===== src/sfp_regs.svh =====
// Register offsets, field positions, reset values and sizes of the pin control block
`ifndef SFP_REGS_SVH
`define SFP_REGS_SVH

`define SFP_NSUP 12
`define SFP_NMRG 8
`define SFP_NFLT 3
`define SFP_AW 8
`define SFP_HTRANS_ACT_BIT 1

`define SFP_OFF_SUP_POL 8'h00
`define SFP_OFF_SUP_DRIVE 8'h04
`define SFP_OFF_SUP_GSEL 8'h08
`define SFP_OFF_GOUT_VAL 8'h0C
`define SFP_OFF_MRG_EN 8'h10
`define SFP_OFF_MRG_GSEL 8'h14
`define SFP_OFF_MRG_DUTY_LO 8'h18
`define SFP_OFF_MRG_DUTY_HI 8'h1C
`define SFP_OFF_FLT_ASSERT_BASE 8'h20
`define SFP_OFF_FLT_SHUT_BASE 8'h2C
`define SFP_FLT_STRIDE 8'h04
`define SFP_OFF_STATUS 8'h38
`define SFP_OFF_IRQ_STAT 8'h3C
`define SFP_OFF_IRQ_MASK 8'h40

`define SFP_RST_SUP_POL 12'hFFF
`define SFP_RST_SUP_DRIVE 12'h000
`define SFP_RST_ZERO 32'h0000_0000

`define SFP_ST_LINE_LSB 0
`define SFP_ST_STATE_LSB 4
`define SFP_ST_SHUT_LSB 8
`define SFP_GOUT_MRG_LSB 12
`define SFP_GOUT_W 20

`define SFP_IRQ_W 4
`define SFP_IRQ_SHUT_BIT 3

`define SFP_DUTY_W 8
`define SFP_PWM_FULL 8'hFF
`define SFP_PWM_LAST 8'hFE

`endif


===== src/sfp_pkg.sv =====
// Types shared by the pin control block
package sfp_pkg;

  typedef enum logic [1:0] {ST_HIZ, ST_PULL, ST_MON} sfp_state_type;

  typedef struct packed {
    logic valid;
    logic write;
    logic [7:0] addr;
  } sfp_aph_type;

endpackage


===== src/sfp_pwm.sv =====
// One margin pulse channel: free counter and duty compare
`timescale 1ns/10ps
`include "sfp_regs.svh"

module sfp_pwm
(
  input wire logic hclk,
  input wire logic hresetn,
  input wire logic [7:0] duty,
  output logic pulse
);

  logic [7:0] cnt_r;
  logic [7:0] cnt_nxt;
  logic pulse_nxt;

  assign cnt_nxt = (cnt_r == `SFP_PWM_LAST) ? 8'h00 : cnt_r + 8'h01;
  // Full scale never drops low, not even for one count
  assign pulse_nxt = (duty == `SFP_PWM_FULL) | (cnt_r < duty);

  always_ff @(posedge hclk or negedge hresetn)
  begin
    if (!hresetn)
    begin
      cnt_r <= 8'h00;
      pulse <= 1'b0;
    end
    else
    begin
      cnt_r <= cnt_nxt;
      pulse <= pulse_nxt;
    end
  end

endmodule


===== src/sfp_top.sv =====
// Supply enable, margin pulse and shared fault line pin control with AHB-Lite registers
`timescale 1ns/10ps
`include "sfp_regs.svh"

// Notes on behaviour
// Each supply enable has its own active-high or active-low polarity bit.
// Each supply enable drives either open drain or push-pull.
// Any supply enable may instead be a general output.
// A margin pulse pin with margining off floats.
// Full-scale duty holds the margin pin high without any low phase.
// Any margin pulse pin may instead be a general output.
// The three fault lines are driven and sensed independently.
// Per line, a channel mask picks which channel faults pull that line.
// Per line, a channel mask picks which channels shut down when it asserts.
// In reset and before recall, fault lines are released whatever faults exist.
// After recall completes every fault line is pulled low until monitoring.
// Once monitoring runs a line is released only with no enabled faults.
// During reset all supply, margin and fault pins float.
// Fault lines are active-low open drain, shared and readable by all.
// Fault line inputs pass two flip-flops before triggering shutdown.
module sfp_top
  import sfp_pkg::*;
(
  input wire logic hclk,
  input wire logic hresetn,
  input wire logic hsel,
  input wire logic [31:0] haddr,
  input wire logic [1:0] htrans,
  input wire logic hwrite,
  input wire logic [2:0] hsize,
  input wire logic [31:0] hwdata,
  input wire logic hready,
  output logic hreadyout,
  output logic hresp,
  output logic [31:0] hrdata,
  input wire logic [11:0] chan_fault,
  input wire logic [11:0] supply_on_req,
  input wire logic recall_done,
  input wire logic monitor_start,
  output logic [11:0] supply_enable_outputs,
  output logic [11:0] supply_enable_oe_n,
  output logic [7:0] margin_pulse_outputs,
  output logic [7:0] margin_pulse_oe_n,
  input wire logic [2:0] shared_fault_lines_in,
  output logic [2:0] shared_fault_lines_out,
  output logic [2:0] shared_fault_lines_oe_n,
  output logic [11:0] chan_shutdown,
  output logic irq
);

  // ----------------------------------------------------------------
  // Bus slave
  // ----------------------------------------------------------------
  sfp_aph_type aph_r;
  sfp_aph_type aph_nxt;
  logic rd_wait_r;
  logic rd_wait_nxt;
  logic [31:0] rd_data;
  wire aph_take = hsel & hready & htrans[`SFP_HTRANS_ACT_BIT];
  wire wr_en = aph_r.valid & aph_r.write;
  wire [7:0] rsel = aph_r.addr;

  // One wait state on reads so the answer comes from a flip-flop
  assign rd_wait_nxt = aph_r.valid & ~aph_r.write & ~rd_wait_r;
  assign hreadyout = ~rd_wait_nxt;
  assign hresp = 1'b0;
  assign aph_nxt = !hready ? aph_r :
                   aph_take ? sfp_aph_type'{valid: 1'b1, write: hwrite, addr: haddr[7:0]} : '0;

  always_ff @(posedge hclk or negedge hresetn)
  begin
    if (!hresetn)
    begin
      aph_r <= '0;
      rd_wait_r <= 1'b0;
      hrdata <= `SFP_RST_ZERO;
    end
    else
    begin
      aph_r <= aph_nxt;
      rd_wait_r <= rd_wait_nxt;
      if (rd_wait_nxt)
        hrdata <= rd_data;
    end
  end

  // ----------------------------------------------------------------
  // Configuration registers
  // ----------------------------------------------------------------
  logic [11:0] sup_pol_r;
  logic [11:0] sup_drive_r;
  logic [11:0] sup_gsel_r;
  logic [19:0] gout_val_r;
  logic [7:0] mrg_en_r;
  logic [7:0] mrg_gsel_r;
  logic [31:0] duty_lo_r;
  logic [31:0] duty_hi_r;
  logic [3:0] irq_mask_r;
  logic [11:0] flt_assert_r [3];
  logic [11:0] flt_shut_r [3];

  wire wr_pol = wr_en & (rsel == `SFP_OFF_SUP_POL);
  wire wr_drive = wr_en & (rsel == `SFP_OFF_SUP_DRIVE);
  wire wr_gsel = wr_en & (rsel == `SFP_OFF_SUP_GSEL);
  wire wr_gout = wr_en & (rsel == `SFP_OFF_GOUT_VAL);
  wire wr_men = wr_en & (rsel == `SFP_OFF_MRG_EN);
  wire wr_mgsel = wr_en & (rsel == `SFP_OFF_MRG_GSEL);
  wire wr_dlo = wr_en & (rsel == `SFP_OFF_MRG_DUTY_LO);
  wire wr_dhi = wr_en & (rsel == `SFP_OFF_MRG_DUTY_HI);
  wire wr_istat = wr_en & (rsel == `SFP_OFF_IRQ_STAT);
  wire wr_imask = wr_en & (rsel == `SFP_OFF_IRQ_MASK);

  always_ff @(posedge hclk or negedge hresetn)
  begin
    if (!hresetn)
    begin
      sup_pol_r <= `SFP_RST_SUP_POL;
      sup_drive_r <= `SFP_RST_SUP_DRIVE;
      sup_gsel_r <= 12'h000;
      gout_val_r <= 20'h00000;
      mrg_en_r <= 8'h00;
      mrg_gsel_r <= 8'h00;
      duty_lo_r <= `SFP_RST_ZERO;
      duty_hi_r <= `SFP_RST_ZERO;
      irq_mask_r <= 4'h0;
    end
    else
    begin
      if (wr_pol) sup_pol_r <= hwdata[11:0];
      if (wr_drive) sup_drive_r <= hwdata[11:0];
      if (wr_gsel) sup_gsel_r <= hwdata[11:0];
      if (wr_gout) gout_val_r <= hwdata[19:0];
      if (wr_men) mrg_en_r <= hwdata[7:0];
      if (wr_mgsel) mrg_gsel_r <= hwdata[7:0];
      if (wr_dlo) duty_lo_r <= hwdata;
      if (wr_dhi) duty_hi_r <= hwdata;
      if (wr_imask) irq_mask_r <= hwdata[3:0];
    end
  end

  // ----------------------------------------------------------------
  // Fault line sync, state and per-line masks
  // ----------------------------------------------------------------
  sfp_state_type st_r;
  sfp_state_type st_nxt;
  logic [2:0] flt_s1_r;
  logic [2:0] flt_s2_r;
  logic [2:0] line_act_d_r;
  logic [2:0] flt_oe_n_nxt;
  logic [11:0] shut_vec [3];
  logic [31:0] flt_rd [3];
  wire [2:0] line_act = ~flt_s2_r;
  wire hiz = (st_r == ST_HIZ);

  always_ff @(posedge hclk or negedge hresetn)
  begin
    if (!hresetn)
    begin
      flt_s1_r <= 3'h7;
      flt_s2_r <= 3'h7;
      line_act_d_r <= 3'h0;
    end
    else
    begin
      flt_s1_r <= shared_fault_lines_in;
      flt_s2_r <= flt_s1_r;
      line_act_d_r <= line_act;
    end
  end

  // Recall and monitor start come from on-chip logic on this clock
  assign st_nxt = (hiz && recall_done) ? ST_PULL :
                  ((st_r == ST_PULL) && monitor_start) ? ST_MON : st_r;

  always_ff @(posedge hclk or negedge hresetn)
  begin
    if (!hresetn)
      st_r <= ST_HIZ;
    else
      st_r <= st_nxt;
  end

  genvar l;
  generate
    for (l = 0; l < `SFP_NFLT; l++)
    begin : g_line
      wire [7:0] off_a = `SFP_OFF_FLT_ASSERT_BASE + 8'(l) * `SFP_FLT_STRIDE;
      wire [7:0] off_s = `SFP_OFF_FLT_SHUT_BASE + 8'(l) * `SFP_FLT_STRIDE;
      wire pulled = |(flt_assert_r[l] & chan_fault);
      always_ff @(posedge hclk or negedge hresetn)
      begin
        if (!hresetn)
        begin
          flt_assert_r[l] <= 12'h000;
          flt_shut_r[l] <= 12'h000;
        end
        else
        begin
          if (wr_en && rsel == off_a) flt_assert_r[l] <= hwdata[11:0];
          if (wr_en && rsel == off_s) flt_shut_r[l] <= hwdata[11:0];
        end
      end
      // Each line looks only at its own mask and its own sense bit
      assign flt_oe_n_nxt[l] = hiz | ((st_r == ST_MON) & ~pulled);
      assign shut_vec[l] = flt_shut_r[l] & {12{line_act[l]}};
      assign flt_rd[l] = (rsel == off_a) ? 32'(flt_assert_r[l]) :
                         (rsel == off_s) ? 32'(flt_shut_r[l]) : `SFP_RST_ZERO;
    end
  endgenerate

  wire [11:0] shut_nxt = shut_vec[0] | shut_vec[1] | shut_vec[2];

  // ----------------------------------------------------------------
  // Pin drive
  // ----------------------------------------------------------------
  logic [7:0] pwm_raw;
  wire [63:0] duty_all = {duty_hi_r, duty_lo_r};
  wire [11:0] sup_act = supply_on_req & ~chan_shutdown;
  wire [11:0] sup_lvl = (sup_gsel_r & gout_val_r[11:0]) | (~sup_gsel_r & ~(sup_act ^ sup_pol_r));
  wire [7:0] mrg_gval = gout_val_r[`SFP_GOUT_W-1:`SFP_GOUT_MRG_LSB];
  wire [7:0] mrg_lvl = (mrg_gsel_r & mrg_gval) | (~mrg_gsel_r & pwm_raw);
  // Open drain never drives high; the pin's pullup supplies the level
  wire [11:0] sup_out_nxt = sup_drive_r & sup_lvl;
  wire [11:0] sup_oe_n_nxt = {12{hiz}} | (~sup_drive_r & sup_lvl);
  wire [7:0] mrg_oe_n_nxt = {8{hiz}} | ~(mrg_en_r | mrg_gsel_r);

  genvar c;
  generate
    for (c = 0; c < `SFP_NMRG; c++)
    begin : g_mrg
      sfp_pwm u_pwm
      (
        .hclk(hclk),
        .hresetn(hresetn),
        .duty(duty_all[c*`SFP_DUTY_W +: `SFP_DUTY_W]),
        .pulse(pwm_raw[c])
      );
    end
  endgenerate

  // Fault lines only ever pull low
  assign shared_fault_lines_out = 3'h0;

  always_ff @(posedge hclk or negedge hresetn)
  begin
    if (!hresetn)
    begin
      supply_enable_outputs <= 12'h000;
      supply_enable_oe_n <= 12'hFFF;
      margin_pulse_outputs <= 8'h00;
      margin_pulse_oe_n <= 8'hFF;
      shared_fault_lines_oe_n <= 3'h7;
      chan_shutdown <= 12'h000;
    end
    else
    begin
      supply_enable_outputs <= sup_out_nxt;
      supply_enable_oe_n <= sup_oe_n_nxt;
      margin_pulse_outputs <= mrg_lvl;
      margin_pulse_oe_n <= mrg_oe_n_nxt;
      shared_fault_lines_oe_n <= flt_oe_n_nxt;
      chan_shutdown <= shut_nxt;
    end
  end

  // ----------------------------------------------------------------
  // Interrupts and read mux
  // ----------------------------------------------------------------
  logic [3:0] irq_stat_r;
  wire [3:0] irq_ev = {|(shut_nxt & ~chan_shutdown), line_act & ~line_act_d_r};
  wire [3:0] irq_clr = wr_istat ? hwdata[3:0] : 4'h0;
  // A new event in the clearing cycle survives
  wire [3:0] irq_stat_nxt = (irq_stat_r & ~irq_clr) | irq_ev;

  always_ff @(posedge hclk or negedge hresetn)
  begin
    if (!hresetn)
      irq_stat_r <= 4'h0;
    else
      irq_stat_r <= irq_stat_nxt;
  end

  assign irq = |(irq_stat_r & irq_mask_r);

  wire [31:0] status_word = (32'(line_act) << `SFP_ST_LINE_LSB) |
                            (32'(st_r) << `SFP_ST_STATE_LSB) |
                            (32'(chan_shutdown) << `SFP_ST_SHUT_LSB);

  assign rd_data = (rsel == `SFP_OFF_SUP_POL) ? 32'(sup_pol_r) :
                   (rsel == `SFP_OFF_SUP_DRIVE) ? 32'(sup_drive_r) :
                   (rsel == `SFP_OFF_SUP_GSEL) ? 32'(sup_gsel_r) :
                   (rsel == `SFP_OFF_GOUT_VAL) ? 32'(gout_val_r) :
                   (rsel == `SFP_OFF_MRG_EN) ? 32'(mrg_en_r) :
                   (rsel == `SFP_OFF_MRG_GSEL) ? 32'(mrg_gsel_r) :
                   (rsel == `SFP_OFF_MRG_DUTY_LO) ? duty_lo_r :
                   (rsel == `SFP_OFF_MRG_DUTY_HI) ? duty_hi_r :
                   (rsel == `SFP_OFF_STATUS) ? status_word :
                   (rsel == `SFP_OFF_IRQ_STAT) ? 32'(irq_stat_r) :
                   (rsel == `SFP_OFF_IRQ_MASK) ? 32'(irq_mask_r) :
                   (flt_rd[0] | flt_rd[1] | flt_rd[2]);
endmodule


===== config.mk =====
export PLATFORM = sky130hd
export DESIGN_NAME = sfp_top
export DESIGN_NICKNAME = d
export VERILOG_FILES = /design/src/sfp_pkg.sv /design/src/sfp_pwm.sv /design/src/sfp_top.sv
export VERILOG_INCLUDE_DIRS = /design/src /design/src/src
export SDC_FILE = /design/constraint.sdc
export NUM_CORES = 1
export LEC_CHECK = 0
export ABC_AREA = 1
export BUFFER_PORTS_ARGS = -buffer_cell sky130_fd_sc_hd__buf_2
export CAP_MARGIN = 40
export CORE_UTILIZATION = 35
export DETAILED_ROUTE_END_ITERATION = 10
export PLACE_DENSITY = 0.6
export REMOVE_ABC_BUFFERS = 1
export SYNTH_ARGS = -nofsm -noshare
export SYNTH_HDL_FRONTEND = slang
export SYNTH_SLANG_ARGS = --single-unit

===== constraint.sdc =====
create_clock -name hclk -period 2.2 [get_ports hclk]
set_input_delay 0.11 -clock hclk [delete_from_list [all_inputs] [get_ports hclk]]
set_output_delay 0.11 -clock hclk [all_outputs]
set_load 0.03 [all_outputs]

* Word-level counts from Yosys, hierarchy flattened
Cells that the tools add are included.
** Storage, ports and cells
- Input port bits :: 103
- Logic and storage cells :: 216
- Flip-flop bits (word level) :: 397
** Cells by class
- Add/subtract/negate cells :: 8
- Multiplexer cells :: 29
- Reductions and logical operators :: 16
- Equality and inequality tests :: 34
- $lt $le $gt $ge :: 8
- Bitwise gates (word level) :: 74
** Operators with widths (count)
- 32-bit two-way mux :: 8
- 12-bit bitwise AND :: 12
- 8-bit == test, second input constant :: 16
- 12-bit two-way mux :: 8
- 12-bit OR :: 6
- 8-bit by 1-bit adder with 8-bit output, second input constant :: 8
- 8-bit by 6-bit == test with 1-bit output, second input constant :: 8
- 8-bit < comparator :: 8
- 8-bit two-way mux :: 8
- 12-bit inverter :: 4
- 12-bit OR reduction :: 4
- 8-bit by 5-bit == test with 1-bit output, second input constant :: 4
- 8-bit OR :: 3
- 20-bit two-way mux :: 1
- 6-bit by 20-bit OR with 20-bit output :: 1
- 1-bit bitwise AND :: 18
- 8-bit bitwise AND :: 2
- 8-bit by 4-bit == test with 1-bit output, second input constant :: 2
- 8-bit inverter :: 2
- 12-bit bitwise XOR :: 1
- 1-bit OR :: 11
- 10-bit two-way mux :: 1
- 4-bit bitwise AND :: 2
- 8-bit by 3-bit == test with 1-bit output, second input constant :: 1
- 16 further kinds :: 30

* Depth between registers and ports, before layout
Gate-level depths: netlist of run 1.
- Depth after elaboration :: 16
- Depth in mapped cells :: 14
- Mapped depth without buffers :: 13

* Modules after synthesis
Synthesis of run 1 repeated with hierarchy kept, for this count alone.
** Unflattened totals
- Cells, all modules :: 2322
- Area, all modules :: 19349.8 um2
** Modules (own cells, without submodules)
- sfp_top :: area an instance 14224.9 um2, times used 1, cells each 1650
- sfp_pwm :: area an instance 640.6 um2, times used 8, cells each 84

* Least setup slack after synthesis of run 1
No wires, ideal clock.
- Kind :: reg-to-reg
- From :: register aph_r, in the netlist rsel[6]
- To :: register hrdata[5]
- Stages on the path, launching flop included :: 10
- Setup slack :: 0.531 ns
- Buffers on the path :: 1
- Clock period less this slack :: 1.669 ns
- Arrival :: 1.550 ns
- Library setup time :: 0.119 ns
- Cell sequence :: dfrtp_1 > nor2_4 > nand3_4 > nor2_4 > clkbuf_1 > nand2_1 > a21boi_1 > nand4_1 > nand2_1 > nand2_1
** Between the ends
- Word-level cells in the longest chain between the ends :: 16
** RTL lines
- start, declared :: RTL line sfp_top.sv:54 : sfp_aph_type aph_r;
- start signal, assigned :: RTL line sfp_top.sv:80 : aph_r <= aph_nxt;
- 8-bit by 6-bit == test with 1-bit output :: RTL line sfp_top.sv:207 : (rsel == off_s) ? 32'(flt_shut_r[l]) : `SFP_RST_ZERO;
- 12-bit two-way mux (no line) (2 in a row)
- 12-bit OR (2 in a row) :: RTL line sfp_top.sv:300 : (flt_rd[0] | flt_rd[1] | flt_rd[2]);
- 12-bit two-way mux :: RTL line sfp_top.sv:299 : (rsel == `SFP_OFF_IRQ_MASK) ? 32'(irq_mask_r) :
- 12-bit two-way mux :: RTL line sfp_top.sv:298 : (rsel == `SFP_OFF_IRQ_STAT) ? 32'(irq_stat_r) :
- 20-bit two-way mux :: RTL line sfp_top.sv:297 : (rsel == `SFP_OFF_STATUS) ? status_word :
- 32-bit two-way mux :: RTL line sfp_top.sv:296 : (rsel == `SFP_OFF_MRG_DUTY_HI) ? duty_hi_r :
- 32-bit two-way mux :: RTL line sfp_top.sv:295 : (rsel == `SFP_OFF_MRG_DUTY_LO) ? duty_lo_r :
- 32-bit two-way mux :: RTL line sfp_top.sv:294 : (rsel == `SFP_OFF_MRG_GSEL) ? 32'(mrg_gsel_r) :
- 32-bit two-way mux :: RTL line sfp_top.sv:293 : (rsel == `SFP_OFF_MRG_EN) ? 32'(mrg_en_r) :
- 32-bit two-way mux :: RTL line sfp_top.sv:292 : (rsel == `SFP_OFF_GOUT_VAL) ? 32'(gout_val_r) :
- 32-bit two-way mux :: RTL line sfp_top.sv:291 : (rsel == `SFP_OFF_SUP_GSEL) ? 32'(sup_gsel_r) :
- 32-bit two-way mux :: RTL line sfp_top.sv:290 : (rsel == `SFP_OFF_SUP_DRIVE) ? 32'(sup_drive_r) :
- 32-bit two-way mux * :: RTL line sfp_top.sv:289 : assign rd_data = (rsel == `SFP_OFF_SUP_POL) ? 32'(sup_pol_r) :
- end signal, assigned :: RTL line sfp_top.sv:76 : hrdata <= `SFP_RST_ZERO;
- end signal, assigned :: RTL line sfp_top.sv:83 : hrdata <= rd_data;
- end, declared :: RTL line sfp_top.sv:35 : output logic [31:0] hrdata,
Every way passes the cells marked *; elsewhere a longest branch is shown, timed or not.
A chain may end at the register's enable or synchronous reset.

* Worst setup path in the final report of run 1
- From :: register flt_assert_r[2] in the netlist's numbering
- To :: register shared_fault_lines_oe_n[2]
** Between the ends
- Word-level cells in the longest chain between the ends :: 5
** RTL lines
- start, declared :: RTL line sfp_top.sv:99 : logic [11:0] flt_assert_r [3];
- start signal, assigned by index :: RTL line sfp_top.sv:199 : if (wr_en && rsel == off_a) flt_assert_r[l] <= hwdata[11:0];
- 12-bit bitwise AND :: RTL line sfp_top.sv:189 : wire pulled = |(flt_assert_r[l] & chan_fault);
- 12-bit OR reduction :: RTL line sfp_top.sv:189
- 1-bit inverter :: RTL line sfp_top.sv:204 : assign flt_oe_n_nxt[l] = hiz | ((st_r == ST_MON) & ~pulled);
- 1-bit bitwise AND :: RTL line sfp_top.sv:204
- 1-bit OR :: RTL line sfp_top.sv:204
- net flt_oe_n_nxt[2] :: RTL line sfp_top.sv:149 : logic [2:0] flt_oe_n_nxt;
- end signal, assigned :: RTL line sfp_top.sv:261 : shared_fault_lines_oe_n <= flt_oe_n_nxt;
- end, declared :: RTL line sfp_top.sv:46 : output logic [2:0] shared_fault_lines_oe_n,
The timed path passes the listed nets, and every way through them passes these cells.

==> results of run 1 <==
cell type report:
class                           instances  area share
Inverter                              249     0.04050
Multi-Input combinational cell       1437      0.3249
Clock inverter                         26     0.01610
Sequential cell                       397      0.4301
Clock buffer                           53     0.05144
Tap cell                              688     0.03706
Timing Repair Buffer                  317     0.09991
how the worst max path moves through the flow:
stage	start	endpoint	slack, ns	cells after the start
2_1_floorplan	aph_r[8]	hrdata[6]	-0.34	6
3_3_place_gp	rsel[6]	hrdata[6]	-0.08	15
3_5_place_dp	rsel[6]	hrdata[6]	-0.15	15
4_1_cts	rsel[6]	hrdata[9]	0.04	12
5_1_grt	rsel[6]	hrdata[7]	-0.01	13
6_report	flt_assert_r[2]	shared_fault_lines_oe_n[2]	0.10	5
sequential cells by signal (all words and copies together), names as in the netlist, 8 cells and up:
signal / flops
sup_gsel_r: 12
sup_drive_r: 12
supply_enable_outputs: 12
g_mrg.u_pwm.cnt_r: 64
mrg_gsel_r: 8
g_mrg.u_pwm.pulse: 8
hrdata: 32
supply_enable_oe_n: 12
duty_hi_r: 32
sup_pol_r: 12
margin_pulse_oe_n: 8
gout_val_r: 20
flt_shut_r: 36
rsel: 8
mrg_en_r: 8
margin_pulse_outputs: 8
duty_lo_r: 32
chan_shutdown: 12
flt_assert_r: 36
synth_stat cells (3+ instances only):
master	n
sky130_fd_sc_hd__nand2_1	550
sky130_fd_sc_hd__dfrtp_1	356
sky130_fd_sc_hd__o21ai_0	298
sky130_fd_sc_hd__inv_1	243
sky130_fd_sc_hd__nor2_1	100
sky130_fd_sc_hd__a21oi_1	92
sky130_fd_sc_hd__ha_1	72
sky130_fd_sc_hd__clkbuf_1	60
sky130_fd_sc_hd__nand3_1	54
sky130_fd_sc_hd__dfstp_2	41
sky130_fd_sc_hd__nor3_1	40
sky130_fd_sc_hd__nand4_1	39
sky130_fd_sc_hd__o22ai_1	38
sky130_fd_sc_hd__nor3b_1	18
sky130_fd_sc_hd__o21ai_1	13
sky130_fd_sc_hd__o221ai_1	12
sky130_fd_sc_hd__buf_2	11
sky130_fd_sc_hd__a21boi_0	10
sky130_fd_sc_hd__and3_1	10
sky130_fd_sc_hd__o211ai_1	10
sky130_fd_sc_hd__o21a_1	7
sky130_fd_sc_hd__xor2_1	7
sky130_fd_sc_hd__a221oi_1	6
sky130_fd_sc_hd__buf_4	6
sky130_fd_sc_hd__nor2_2	6
sky130_fd_sc_hd__nor2_4	6
sky130_fd_sc_hd__inv_2	5
sky130_fd_sc_hd__mux2_2	5
sky130_fd_sc_hd__xnor2_1	5
sky130_fd_sc_hd__a31o_2	4
sky130_fd_sc_hd__nand3_2	4
sky130_fd_sc_hd__o2111ai_1	4
sky130_fd_sc_hd__or2_2	4
sky130_fd_sc_hd__a22o_1	3
sky130_fd_sc_hd__buf_6	3
sky130_fd_sc_hd__o41ai_1	3
power groups by stage:
| stage | Combinational [mW] | Sequential, mW | Clock (mW) |
|---|---|---|---|
| 4_1_cts | 2.17 | 8.15 | 8.21 |
| 5_1_grt | 2.40 | 8.20 | 8.48 |
| 2_1_floorplan | 0.828 | 8.54 | 0 |
| 3_3_place_gp | 2.03 | 8.26 | 0 |
| 3_5_place_dp | 2.06 | 8.27 | 0 |
| 6_report | 2.17 | 8.16 | 8.05 |
cell families (layout without fill, tap and decap cells):
group | after synthesis | count (layout) | share of synthesized area
compound gates | 508 | 508 | 0.1497
xor+xnor | 12 | 12 | 0.005616
fa+ha+maj | 72 | 72 | 0.04813
buf+inv | 329 | 645 | 0.06913
flops | 397 | 397 | 0.5336
mux | 5 | 5 | 0.003008
other cells | 1 | 4 | 0.0002004
simple gates | 836 | 836 | 0.1907
cells in the final DEF (no fill, tap or decap), types with 39 or more instances in the layout:
cell type and count:
sky130_fd_sc_hd__ha_1 72, sky130_fd_sc_hd__inv_1 241, sky130_fd_sc_hd__dlygate4sd3_1 65, sky130_fd_sc_hd__a21oi_1 92
sky130_fd_sc_hd__o21ai_0 294, sky130_fd_sc_hd__buf_2 163, sky130_fd_sc_hd__buf_4 73, sky130_fd_sc_hd__nor2_1 96
sky130_fd_sc_hd__nand2_1 547, sky130_fd_sc_hd__dfrtp_1 352, sky130_fd_sc_hd__clkbuf_16 44, sky130_fd_sc_hd__dfstp_2 41
sky130_fd_sc_hd__nand3_1 53, sky130_fd_sc_hd__nand4_1 39
metal layers:
metal / routed length [µm] / global-route usage / vias up
li1: - / - / 7720
met1: 26170 / 0.3020 / 7960
met5: 0 / 0 / -
met2: 26950 / 0.3495 / 583
met4: 1801 / 0.07251 / 0
met3: 4130 / 0.03845 / 106
metrics by stage:
| step | setup TNS [ns] | power [mW] |
|---|---|---|
| 5_1_grt | -0.01925 | 19.08 |
| 6_report | 0 | 18.38 |
| 3_5_place_dp | -0.1484 | 10.34 |
| 2_1_floorplan | -5.300 | 9.373 |
| 4_1_cts | 0 | 18.53 |
| 3_3_place_gp | -0.07993 | 10.28 |
critical path, stage by stage, from the launching register on:
cell and delay (ns):
sky130_fd_sc_hd__dfrtp_1 0.44, sky130_fd_sc_hd__nand2_1 0.09, sky130_fd_sc_hd__nand3_1 0.05, sky130_fd_sc_hd__dlygate4sd3_1 0.55, sky130_fd_sc_hd__o41ai_1 0.31, sky130_fd_sc_hd__dlygate4sd3_1 0.59
timing repair:
action	in CTS	in global routing
buffers inserted	1	0
gates resized for setup	5	28
gates cloned	0	1
setup endpoints to repair	4	12
hold buffers	65	0
pin swaps	1	6
hold endpoints to repair	426	0
==> results.cfg, run 1 <==
[power_and_ir_drop]
net_switching_power_of_the_design_mw = 4.976
power.switching_fraction = 0.2707
clock_network_fraction_of_total_power = 0.438
power_leakage_nw = 12.42
cell_internal_pwr_mw = 13.40
pwr-share-seq = 0.444
peakVddDrop_mv = 0.4899
power_per_cell_area_nw_per_um2 = 791.2
share_comb_of_total_power = 0.118

[cts]
cts_clk_pin_slew_worst_paths_ns = 0.06
clock_insertion_delay_worst_skew_ns = 0.59
root_buffer = sky130_fd_sc_hd__clkbuf_16
ctsLongestPathBuffers = 3
cts_tree = built
cts-htree-levels = 2
cts_buffers = 44
cts.sink_count = 397

[synthesis]
synth_edf_count = 0
synth_top_cell_by_area = sky130_fd_sc_hd__dfrtp_1
mappedNetlistArea_um2 = 18720
seq_area_frac_synth = 0.5336
synth_top_cells_by_area = sky130_fd_sc_hd__dfrtp_1 48%, sky130_fd_sc_hd__nand2_1 11%, sky130_fd_sc_hd__o21ai_0 8.0%
syn_avg_cell_area_um2 = 8.665
dominantRegCellSynth = sky130_fd_sc_hd__dfrtp_1
ys.warnings.count = 0
post_synth_num_cell_types = 47
async_reset_ff_frac = 1.000
synthCells = 2160
ys_seq_elements = 397
portion_of_synthesized_cell_area_occupied_by_the_leading_cell_type = 0.4760

[sta]
final.period_utilization = 0.9542
worst-slew-pin-transition_ns = 0.8384
fmax_mhz = 476.3
final_critical_path_setup_slack_ns = 0.1007
max_slew_margin = 0.4404
hold_ws_ns = 0.02379
finalCriticalPeriod_ns = 2.099
finalHoldViolations = 0
final-max-slew-violation-count = 0
clock-skew-final_ns = 0.03214
setup_viol = 0

[worst_setup_path]
reg2reg_to = shared_fault_lines_oe_n[2]
r2r_setup_slack_ns = 0.10
required_ns = 2.71
criticalPathCategory = flip-flop to flip-flop
worst-endpoint-arrival_ns = 2.61
endpoint_kind = flip-flop
crit_path_max_fanout = 3
crit_path_start_kind = flip-flop
critical_path.reg2reg.startpoint = flt_assert_r[2]
cells_on_worst_reg2reg_path = 5

[cells_and_area]
area.growth.synth_to_final_pct = 24.13
num-nets-final = 2621
fillers = 5155
postLayoutCellArea_um2 = 23230
final_core_util = 0.4412
multi_input_area_um2 = 7548
layout.area.seq_um2 = 9991
final_layout_size_suffix_gt1_frac = 0.1747
instances_no_fill = 3167
insertedDiodeCount = 0

[global_route]
vias_in_the_first_global_route = 16030
first_pass_grt_wire_length_mm = 91.97
pin_count_of_the_biggest_net_entering_global_routing = 80
global_route.overflow_total = 0
antenna_found_initial = 0
global_route.usage.total = 0.2199

[routing]
finalWirelength_mm = 59.05
remaining_drc_errors = 0
via_count = 16370
post_drt_wl_per_cell_um = 18.65
drt_pass1_iterations = 8
viasPerCell = 5.169
drt_iter0_drc = 1345
drtAntennaViolNets = 0

[place]
post_dp_cell_area_um2 = 20900
numPlacedInstances = 3022
portBuffers = 163
detailedPlace.worstSlack_ns = -0.1484
place_hpwl_mm = 42.53
place_congestion = 0.9301

[status]
outcome = finished clean

[worst_hold_path]
hold_path_class = primary input to asynchronous set/reset pin

[floorplanning]
core_area_um2 = 52660
count_of_pins_on_the_block_boundary = 196
dieHeight_um = 233.2
die_width_um = 233.2
die_area_um2 = 54400
initial_core_util = 0.3554
row_count = 84

[run]
cap_viol_max_count = 0
Power figures use the tool's default switching activity.
==> inputs of run 2 (changes only) <==
--- a/config.mk
+++ b/config.mk
@@ -12,6 +12,7 @@
 export CORE_UTILIZATION = 35
 export DETAILED_ROUTE_END_ITERATION = 10
 export PLACE_DENSITY = 0.6
+export RECOVER_POWER = 50
 export REMOVE_ABC_BUFFERS = 1
 export SYNTH_ARGS = -nofsm -noshare
 export SYNTH_HDL_FRONTEND = slang
==> results.cfg, run 2 (synthesis results as in run 1) <==
[power_and_ir_drop]
power_leakage_nw = 12.38
net_switching_power_of_the_design_mw = 4.976
power.switching_fraction = 0.2710
share_comb_of_total_power = 0.117
fin_total_pwr_mw = 18.36
pwr-share-seq = 0.444
peakVddDrop_mv = 0.4897
clock_network_fraction_of_total_power = 0.438
cell_internal_pwr_mw = 13.39
power_per_cell_area_nw_per_um2 = 792.4

[routing]
drtAntennaViolNets = 0
finalWirelength_mm = 59.05
post_drt_wl_per_cell_um = 18.65
drt_pass1_iterations = 7
remaining_drc_errors = 0
drt_iter0_drc = 1345
via_count = 16370
viasPerCell = 5.170

[sta]
clock-skew-final_ns = 0.03211
final-max-slew-violation-count = 0
hold_ws_ns = 0.04255
worst-slew-pin-transition_ns = 1.373
fmax_mhz = 476.1
final_critical_path_setup_slack_ns = 0.09948
final.period_utilization = 0.9548
finalHoldViolations = 0
finalCriticalPeriod_ns = 2.101
max_slew_margin = 0.08478
setup_viol = 0

[floorplanning]
die_width_um = 233.2
row_count = 84
count_of_pins_on_the_block_boundary = 196
dieHeight_um = 233.2
die_area_um2 = 54400
core_area_um2 = 52660
initial_core_util = 0.3554

[worst_setup_path]
cp_slowest_cell = sky130_fd_sc_hd__dfrtp_1
required_ns = 2.67
critPathMaxStageDelay_ns = 0.43
worst-endpoint-arrival_ns = 2.57
crit_buf_inv = 2
endpoint_kind = flip-flop
crit_path_max_fanout = 4
cp_top_family = simple AND/OR/NAND/NOR gates
criticalPathCategory = flip-flop to flip-flop
crit_path_start_kind = flip-flop
timing.critical_path.cells = inv_1 -> nand2_2 -> nor2_2 -> nand2_2 -> buf_2 -> o21ai_1 -> nor3_2 -> o211ai_1 -> o21ai_1 -> nand3_1 -> nor2_1 -> a21boi_1

[global_route]
first_pass_grt_wire_length_mm = 91.97
global_route.overflow_total = 0
vias_in_the_first_global_route = 16030
antenna_found_initial = 0
pin_count_of_the_biggest_net_entering_global_routing = 80
global_route.usage.total = 0.2199

[cells_and_area]
layout.cells.most_common = sky130_fd_sc_hd__nand2_1
area.growth.synth_to_final_pct = 23.83
insertedDiodeCount = 0
largestRegisters = g_mrg.u_pwm.cnt_r: 64 flops, flt_assert_r: 36 flops, flt_shut_r: 36 flops
postLayoutCellArea_um2 = 23170
largest_register = g_mrg.u_pwm.cnt_r
fillers = 5162
mostFrequentLayoutCells = 547 x sky130_fd_sc_hd__nand2_1, 352 x sky130_fd_sc_hd__dfrtp_1, 294 x sky130_fd_sc_hd__o21ai_0
final_layout_size_suffix_gt1_frac = 0.1678
largest_register_ffs = 64
num-nets-final = 2621
final_core_util = 0.4401

[cts]
ctsLongestPathBuffers = 3
root_buffer = sky130_fd_sc_hd__clkbuf_16
cts_clk_pin_slew_worst_paths_ns = 0.06
cts.sink_count = 397
clock_insertion_delay_worst_skew_ns = 0.59
cts-htree-levels = 2
cts_tree = built
cts_buffers = 44

[place]
place_congestion = 0.9301
place_hpwl_mm = 42.53
detailedPlace.worstSlack_ns = -0.1484
post_dp_cell_area_um2 = 20900
portBuffers = 163

[run]
cap_viol_max_count = 0

[worst_hold_path]
hold_path_class = primary input to flip-flop

[status]
outcome = finished clean
==> run 2: timing repair <==
item	CTS	global route
cloned	0	1
pin swaps	1	6
resized for setup	5	28
setup endpoints to repair	4	12
setup buffers	1	0
endpoints found under the hold margin	426	0
hold buffers	65	0
==> run 2: power by group through the flow <==
stage	clock network, mW	registers [mW]	logic, mW
floorplan	0	8.54	0.828
global placement	0	8.26	2.03
detailed placement	0	8.27	2.06
CTS	8.21	8.15	2.17
global route	8.48	8.20	2.39
finish	8.05	8.16	2.15
==> run 2: metal layers <==
layer  up-vias  routed length, µm  part of all wire  global-route usage
li1       7725                  -                 -                   -
met1      7966              26180              0.44              0.3020
met2       576              26910              0.46              0.3495
met3       106               4161             0.070             0.03845
met4         0               1799             0.030             0.07251
met5         -                  0                 0                   0
==> run 2: final cells by class <==
type	count	area [µm²]	area share
Clock buffer	53	1195	0.05156
Clock inverter	26	374.1	0.01614
Inverter	249	940.9	0.04060
Multi-Input combinational cell	1437	7548	0.3257
Sequential cell	397	9991	0.4311
Tap cell	688	860.8	0.03715
Timing Repair Buffer	317	2265	0.09772
==> run 2: path summary, 6_finish.rpt <==
kind	startpoint	end	slack, ns	cells past startpoint
max	rsel[6]	hrdata[8]	0.1	12
min	supply_on_req[2]	supply_enable_outputs[2]	0.04	6
max reg2reg	rsel[6]	hrdata[8]	0.1	12
min reg2reg	flt_s1_r[0]	flt_s2_r[0]	0.36	0
max in group asynchronous	hresetn	sup_gsel_r[3]	0.38	3
min in group asynchronous	hresetn	hrdata[21]	0.36	2
==> run 2: through the flow <==
step / cells / TNS (ns)
final: 3167 / 0
after detailed placement: 3022 / -0.1484
after global placement: 3022 / -0.07993
after floorplan: 2083 / -5.300
after CTS: 3167 / 0
after global routing: 3167 / -0.01925
==> run 2: worst register-to-register path: cells and delay by family (launching register included) <==
kind / cells / cell delay (ns)
AND/OR/NAND/NOR: 6 / 0.82
AO/OA/AOI/OAI: 4 / 0.47
flip-flops: 1 / 0.43
buffers and inverters: 2 / 0.27
